### config.mk
export PLATFORM = sky130hd
export DESIGN_NAME = spfec_port_fail_capture
export DESIGN_NICKNAME = d
export VERILOG_FILES = /design/src/rtl/spfec_port_fail_capture.v
export VERILOG_INCLUDE_DIRS = /design/src /design/src/rtl
export SDC_FILE = /design/constraint.sdc
export NUM_CORES = 1
export LEC_CHECK = 0
export BUFFER_PORTS_ARGS = -buffer_cell sky130_fd_sc_hd__clkbuf_2
export CORE_MARGIN = 2
export CORE_UTILIZATION = 37
export DETAILED_ROUTE_END_ITERATION = 16
export PLACE_DENSITY_LB_ADDON = 0.12
export SETUP_SLACK_MARGIN = 0.15
export SLEW_MARGIN = 20
export SYNTH_ARGS = -nofsm -noshare
export SYNTH_HDL_FRONTEND = slang
export SYNTH_SLANG_ARGS = --single-unit
### constraint.sdc
create_clock -name clk -period 4 [get_ports clk]
set_input_delay 0 -clock clk [delete_from_list [all_inputs] [get_ports clk]]
set_output_delay 0 -clock clk [all_outputs]
set_load 0.01 [all_outputs]
### src/rtl/spfec_defines.vh
`ifndef SPFEC_DEFINES_VH
`define SPFEC_DEFINES_VH
`define SPFEC_ADDR_W          14
`define SPFEC_OFF_PORT_CTRL   14'h1000
`define SPFEC_OFF_BLOCK_HDR   14'h2000
`define SPFEC_OFF_ERR_CAPT    14'h2008
`define SPFEC_OFF_FAIL_CTRL   14'h1004
`define SPFEC_BIT_STOP_FAIL   3
`define SPFEC_BIT_DROP_FAIL   2
`define SPFEC_BIT_ISOLATE     1
`define SPFEC_BIT_PORT_TYPE   0
`define SPFEC_BIT_IO_ERR      31
`define SPFEC_BIT_MSG_ERR     30
`define SPFEC_BIT_BAD_MSG     28
`define SPFEC_BIT_ILLEGAL     27
`define SPFEC_NEXT_PTR        16'h0000
`define SPFEC_FEATURE_ID      16'h0007
`define SPFEC_CTRL_RESET      3'h0
`endif

### src/rtl/spfec_port_fail_capture.v
// Behaviour
// - Stop-on-fail clear: keep transmitting after failure
// - Stop-on-fail set: flag port error, stop sending
// - Drop-on-fail clear: retry refused packets
// - Drop-on-fail set: discard refused packets past threshold; endpoints (SWITCH_DEVICE 0) retry instead
// - Below threshold again: stop discarding, resume
// - Isolation clear: port may issue packets
// - Isolation set: no packets issued or accepted
// - Isolated: training and link-requests still work
// - Isolated: refuse every received packet
// - Port control bit 0 reads constant 1
// - Header upper half reads 0000h
// - Header lower half reads 0007h
// - Bit 31 set on direct-IO error reply
// - Bit 30 set on message error reply
// - Bits 29 and 26 read zero
// - Bit 28 set on bad message payload
// - Bit 27 set on illegal response fields
// - Bit 27 set on illegal request fields
// - Captured bits stay until written zero
`include "spfec_defines.vh"
`timescale 1ns/10ps
`default_nettype none
module spfec_port_fail_capture #(
	parameter SWITCH_DEVICE = 1
) (
	input  wire        clk,
	input  wire        rst,
	input  wire        wb_cyc_i,
	input  wire        wb_stb_i,
	input  wire        wb_we_i,
	input  wire [15:0] wb_adr_i,
	input  wire [3:0]  wb_sel_i,
	input  wire [31:0] wb_dat_i,
	output reg  [31:0] wb_dat_o,
	output reg         wb_ack_o,
	output wire        wb_err_o,
	input  wire        outputFailed,
	input  wire        overFailThreshold,
	input  wire        txPktPending,
	input  wire        txPktRefused,
	output wire        txSendEn,
	output wire        txDiscard,
	output wire        txRetry,
	output reg         portErrorSet,
	input  wire        rxPktValid,
	output wire        rxPktAccept,
	output wire        rxPktNotAccepted,
	output wire        linkCtrlSymEn,
	input  wire        ioErrorReply,
	input  wire        messageErrorReply,
	input  wire        badMessagePayload,
	input  wire        illegalRespFields,
	input  wire        illegalReqFields
);
	reg  [2:0]  portCtrl_r;
	reg  [3:0]  errCapt_r;
	wire        stopOnFailEn = portCtrl_r[2];
	wire        dropOnFailEn = portCtrl_r[1];
	wire        isolated     = portCtrl_r[0];
	wire        req          = wb_cyc_i & wb_stb_i & ~wb_ack_o;
	wire        wrReq        = req & wb_we_i;
	// Upper address bits must be zero, else 0x5000 would alias onto 0x1000
	wire        adrHigh      = |wb_adr_i[15:14];
	wire [13:0] adr          = {wb_adr_i[13:2], 2'b00};
	wire        hitCtrl      = ~adrHigh & (adr == `SPFEC_OFF_PORT_CTRL);
	wire        hitHdr       = ~adrHigh & (adr == `SPFEC_OFF_BLOCK_HDR);
	wire        hitCapt      = ~adrHigh & (adr == `SPFEC_OFF_ERR_CAPT);
	wire        mapped       = hitCtrl | hitHdr | hitCapt;
	wire        stopped      = stopOnFailEn & outputFailed;
	// Dropping only on switches; endpoints keep retrying
	wire        dropNow      = (SWITCH_DEVICE != 0) & dropOnFailEn & overFailThreshold;
	wire [3:0]  captSet;
	wire [3:0]  captKeep;
	wire [31:0] ctrlView;
	wire [31:0] captView;

	assign wb_err_o = 1'b0;
	// Failure alone does not stop sending unless stop-on-fail is on
	assign txSendEn  = ~isolated & ~stopped & txPktPending;
	// Discard tracks the live threshold, so healing ends discarding; retry resumes unless stopped
	assign txDiscard = txPktPending & ~isolated & (stopped | txPktRefused) & dropNow;
	assign txRetry   = txPktRefused & ~dropNow & ~isolated & ~stopped;
	assign rxPktAccept      = rxPktValid & ~isolated;
	assign rxPktNotAccepted = rxPktValid & isolated;
	// Control symbols never gated by isolation
	assign linkCtrlSymEn = 1'b1;

	assign captSet = {ioErrorReply, messageErrorReply, badMessagePayload,
		illegalRespFields | illegalReqFields};
	// Only a zero written clears; ones keep the flag
	assign captKeep = 4'hf;
	assign ctrlView = {28'h0000000, stopOnFailEn, dropOnFailEn, isolated, 1'b1};
	assign captView = {errCapt_r[3], errCapt_r[2], 1'b0, errCapt_r[1], errCapt_r[0],
		1'b0, 26'h0000000};

	always @(posedge clk or posedge rst) begin
		if (rst) begin
			portCtrl_r   <= `SPFEC_CTRL_RESET;
			errCapt_r    <= 4'h0;
			wb_ack_o     <= 1'b0;
			wb_dat_o     <= 32'h00000000;
			portErrorSet <= 1'b0;
		end else begin
			wb_ack_o     <= req;
			portErrorSet <= stopped;
			if (wrReq && hitCtrl && wb_sel_i[0]) begin
				portCtrl_r <= wb_dat_i[3:1];
			end
			// Set beats clear in the same cycle
			if (wrReq && hitCapt && wb_sel_i[3]) begin
				errCapt_r <= captSet | (errCapt_r & {wb_dat_i[31], wb_dat_i[30],
					wb_dat_i[28], wb_dat_i[27]} & captKeep);
			end else begin
				errCapt_r <= errCapt_r | captSet;
			end
			if (req && !wb_we_i) begin
				if (hitCtrl) begin
					wb_dat_o <= ctrlView;
				end else if (hitHdr) begin
					wb_dat_o <= {`SPFEC_NEXT_PTR, `SPFEC_FEATURE_ID};
				end else if (hitCapt) begin
					wb_dat_o <= captView;
				end else begin
					wb_dat_o <= 32'h00000000;
				end
			end
		end
	end
endmodule // spfec_port_fail_capture
`default_nettype wire

* Word-level counts from Yosys, hierarchy flattened
Cells that the tools add are included.
** Cells by class
- Muxes and demuxes :: 4
- Reduce and logical (&&, ||, !) cells :: 7
- Bitwise logic cells :: 28
- Eq/ne operators :: 3
** Operator list (count)
- $mux W32 :: 3
- $eq A12 B12 Y1 const B :: 2
- $and A1 B1 Y1 :: 18
- $eq A12 B11 Y1 const B :: 1
- $or A4 B4 Y4 :: 2
- $logic_and A1 B1 Y1 :: 5
- $not A1 Y1 :: 5
- $and A4 B4 Y4 :: 1
- $mux W4 :: 1
- $or A1 B1 Y1 :: 2
- $reduce_or A2 Y1 :: 1
- $logic_not A1 Y1 :: 1
** Storage, ports and cells
- Output and inout bits :: 41
- Word-level logic and storage cells :: 47
- Register bits :: 41
- Input port bits :: 67

* Depth between registers and ports, before layout
- Depth after elaboration :: 6
- Gate-level depth with buffers :: 5
- Depth with buffers taken out :: 4

* Worst setup path after synthesis
OpenSTA, ideal clock, no wires.
- Path kind :: flip-flop to flip-flop
- Start point :: reg wb_ack_o
- End point :: reg portCtrl_r[0]
- Required time :: 3.873 ns
- Path buffers :: 0
- Clock period less this slack :: 1.567 ns
- Setup slack :: 2.433 ns
- Cell stages (with the launch flop) :: 5
- Arrival time :: 1.440 ns
- Setup time :: 0.127 ns
- Cells stage by stage :: dfrtp_1 and3b_1 nand2_1 nor4_2 mux2_1
** On the way
- Longest elaborated chain between the ends :: 5
** RTL lines
- start: declaration :: line spfec_port_fail_capture.v:36 : output reg wb_ack_o,
- start signal: assignment :: line spfec_port_fail_capture.v:105 : wb_ack_o <= req;
- $not A1 Y1 :: line spfec_port_fail_capture.v:61 : wire req = wb_cyc_i & wb_stb_i & ~wb_ack_o;
- $and A1 B1 Y1 :: line spfec_port_fail_capture.v:61
- via req :: line spfec_port_fail_capture.v:61
- $and A1 B1 Y1 :: line spfec_port_fail_capture.v:62 : wire wrReq = req & wb_we_i;
- $logic_and A1 B1 Y1 (2 in series) :: line spfec_port_fail_capture.v:107 : if (wrReq && hitCtrl && wb_sel_i[0]) begin
- end signal: assignment :: line spfec_port_fail_capture.v:99 : portCtrl_r <= `SPFEC_CTRL_RESET;
- end signal: assignment :: line spfec_port_fail_capture.v:108 : portCtrl_r <= wb_dat_i[3:1];
- end: declaration :: line spfec_port_fail_capture.v:56 : reg [2:0] portCtrl_r;
The timed path passes the listed nets, and every way through them passes these cells.
A chain may end at the register's enable or synchronous reset.

* Final worst setup path
- Start point :: reg wb_ack_o
- End point :: reg errCapt_r[3]
** On the way
- Longest elaborated chain between the ends :: 6
** RTL lines
- $not A1 Y1 :: line spfec_port_fail_capture.v:61
- $and A1 B1 Y1 :: line spfec_port_fail_capture.v:61
- via req :: line spfec_port_fail_capture.v:61
- $and A1 B1 Y1 :: line spfec_port_fail_capture.v:62
- $logic_and A1 B1 Y1 (2 in series) :: line spfec_port_fail_capture.v:111 : if (wrReq && hitCapt && wb_sel_i[3]) begin
- $mux W4 :: line spfec_port_fail_capture.v:111
- end signal: assignment :: line spfec_port_fail_capture.v:112 : errCapt_r <= captSet | (errCapt_r & {wb_dat_i[31], wb_dat_i[30],
- end signal: assignment :: line spfec_port_fail_capture.v:115 : errCapt_r <= errCapt_r | captSet;
- end: declaration :: line spfec_port_fail_capture.v:57 : reg [3:0] errCapt_r;
The timed path passes the listed nets, and every way through them passes these cells.

==> impl_metrics.csv <==
group,metric,value,unit
outcome,status,"completed",
cells_and_area,nFillCells,281,
synth,synth_top_area_cell,"dfrtp_1",
critical_path,critPathCaptureType,"flop",
timing,rsz0062_at_grt,"false",
global_routing,grt_max_degree,18,
cts,htree_levels,1,
drt,wl_per_cell,11.0,um
cts,clock_latency,290,ps
timing,fin_crit_sh,48.0,%
cts,cts-root-buf,"clkbuf_4",
timing,tightest_slew,650,ps
synth,synth.most_common_cell,"buf_4",
drt,m1WireLength,926,um
critical_path,cp_slowest_cell,"dlygate4sd3_1",
timing,fmax,0.521,GHz
timing,whs,9.61,ps
drt,drc,0,
cts,clkTransAtPathRegs,100,ps
drt,drt-pass1-iter-count,4,
floorplanning,fp.dieH,56.5,um
critical_path,critPathRequiredTime,4180,ps
timing,relSlewSlack,56.6,%
timing,hold_viol_final,0,
power,irDropWorstVdd,0.139,mV
power,power_density,233,nW/um^2
drt,vias_per_cell,4.44,
global_routing,overflow,0,
cts,cts_setup_buffers,0,
critical_path,path_max_fanout,5,
synth,ys_ff_latch,17,
critical_path,path_buf_inv,1,
cts,cts_tree,"yes",
drt,drt_iter0_markers,16,
critical_path,cp.arrival,2100,ps
synth,synth_edf_count,0,
cells_and_area,diodes,0,
cells_and_area,syn_to_final_growth,35.1,%
cts,clockBufferDepth,2,
synth,yosysTopAreaCellShare,41.7,%
synth,synthTopCellsByCount,"26 x buf_4, 17 x dfrtp_1, 11 x nand2_1",
power,leakage,0.725,nW
synth,yosysSeqAreaShare,41.7,%
floorplanning,core_area,2690,um^2
global_routing,antenna_found_initial,0,
synth,syn_avg_cell_area,9.53,um^2
synth,synth_area_leaders,"dfrtp_1 42%, buf_4 19%, a22o_1 4.3%",
floorplanning,die_w,56.5,um
drt,met2WireLength,1110,um
drt,num_vias,911,
synth,ys_warn_count,0,
timing,fin_setup_tns,0,ps
placement,placed_cell_area,1210,um^2
cells_and_area,final_util,51.3,%
floorplanning,row_count,19,
cells_and_area,drive_above_1_share,34.5,%
synth,syn_inst,107,
placement,place.gp.congestion,0.738,
cells_and_area,design_area,1380,um^2
drt,wl,2250,um
timing,min_period,1920,ps
timing,skew,1.07,ps
floorplanning,initial_core_util,38.0,%
synth,synth_area,1020,um^2
critical_path,critPathTopFamily,"simple AND/OR/NAND/NOR gates",
drt,ant_nets,0,
placement,io_buffers,52,
synth,synth_ff_type,"dfrtp_1",
critical_path,startpoint_type,"flop",
placement,dp_hpwl,1770,um
global_routing,grt_use_total,15.1,%
cells_and_area,nets,242,
global_routing,grt_pass1_wl,3690,um
cts,cts_buffers,3,
synth,async_reset_ff_share,100,%
timing,setup_viol,0,
drt,route.met3.wl,151,um
job,maxCapViolations,0,
floorplanning,dieArea,3190,um^2
cts,cts_sinks,17,
floorplanning,io_pins,108,
drt,highest_layer,"met4",
critical_path,path_cells,"and3b_1, nand2_1, nor4b_1, a21oi_1, dlygate4sd3_1",
synth,ys_types,26,
critical_path,cp_slowest_stage_delay,590,ps
global_routing,grt_pass1_vias,847,
hold_path,min_path_type,"in -> reg",
timing,maxSlewViolCount,0,
critical_path,critical_path_class,"reg -> reg",
[state kept, by name (all words and copies together), names as in the netlist]
| signal | flops |
|---|---|
| wb_dat_o | 8 |
| errCapt_r | 4 |
| portCtrl_r | 3 |
| portErrorSet | 1 |
| wb_ack_o | 1 |
[report_power, final]
group | leakage [nW] | total (mW) | switching, mW | internal [mW]
clock | 0.0177 | 0.0921 | 0.0548 | 0.0372
combinational | 0.492 | 0.0562 | 0.0305 | 0.0257
sequential | 0.216 | 0.173 | 0.000265 | 0.172
[what timing repair did]
item | 4_1_cts | 5_1_grt
hold endpoints to repair | 26 | 0
resized for setup | 0 | 0
hold buffers | 14 | 0
[cell families (layout without fill, tap and decap cells)]
kind of cell,count (synthesis),in the layout,synth area share (%)
AOI/OAI and AO/OA,11,11,8.34
xor gates and xnor gates,1,1,0.859
buffers and inverters,28,71,19.9
DFF,17,17,41.7
muxes,3,3,3.31
other,2,26,0.736
and+or+nand+nor,45,45,25.2
[per-layer routing]
metal	GRT usage [%]	vias up
met5	0	-
met4	9.18	0
met3	2.07	5
met2	25.2	45
met1	18.2	411
li1	-	450
[through the flow]
stage / worst slack [ps] / instances / power, mW
after global routing: 1940 / 205 / 0.340
after floorplan: 2430 / 131 / 0.218
after CTS: 2090 / 205 / 0.328
final: 2080 / 205 / 0.321
after global placement: 2260 / 187 / 0.223
after detailed placement: 2210 / 187 / 0.224
[cells in the final DEF (no fill, tap or decap)]
| master | synthesis | routed |
|---|---|---|
| o21ai_1 | 2 | 2 |
| nor4_1 | 3 | 3 |
| o41ai_2 | 1 | 1 |
| and3b_1 | 1 | 1 |
| nor4b_1 | 3 | 3 |
| clkinv_2 | 0 | 1 |
| mux2_1 | 3 | 3 |
| a21oi_1 | 3 | 3 |
| nand3_1 | 1 | 1 |
| clkbuf_2 | 0 | 52 |
| or4_4 | 1 | 1 |
| nor2b_1 | 2 | 2 |
| nor2_1 | 10 | 10 |
| conb_1 | 2 | 26 |
| nor4bb_1 | 1 | 1 |
| nand2_1 | 11 | 11 |
| or4_1 | 2 | 2 |
| nor4_2 | 1 | 1 |
| dfrtp_1 | 17 | 17 |
| and2_1 | 2 | 2 |
| nand2b_1 | 4 | 4 |
| clkbuf_4 | 0 | 3 |
| nor3_1 | 2 | 2 |
| nor3_2 | 1 | 1 |
| inv_1 | 1 | 1 |
| a22o_1 | 5 | 5 |
| dlygate4sd3_1 | 0 | 14 |
| xnor2_1 | 1 | 1 |
[layout make-up]
type / instances / area (um^2) / share of cell area, %
Clock buffer: 3 / 22.5 / 1.63
Clock inverter: 1 / 5.00 / 0.363
Inverter: 1 / 3.75 / 0.272
Multi-Input combinational cell: 86 / 482 / 35.0
Sequential cell: 17 / 425 / 30.9
Tap cell: 31 / 38.8 / 2.82
Timing Repair Buffer: 66 / 400 / 29.1
[worst min-delay path, cell delays in order]
cell	delay, ps
clkbuf_2	70
nand2b_1	100
o41ai_2	60
nand2_1	50
[worst paths after layout]
path | from | slack [ps] | cells past startpoint | end
setup / recovery | wb_ack_o | 2080 | 5 | errCapt_r[3]
hold / removal | wb_dat_i[27] | 10 | 4 | errCapt_r[0]
setup reg to reg | wb_ack_o | 2080 | 5 | errCapt_r[3]
hold reg to reg | errCapt_r[2] | 500 | 1 | wb_dat_o[30]
max in group asynchronous | rst | 3280 | 3 | wb_dat_o[1]
min in group asynchronous | rst | 310 | 3 | portCtrl_r[2]
Power figures use the tool's default switching activity.
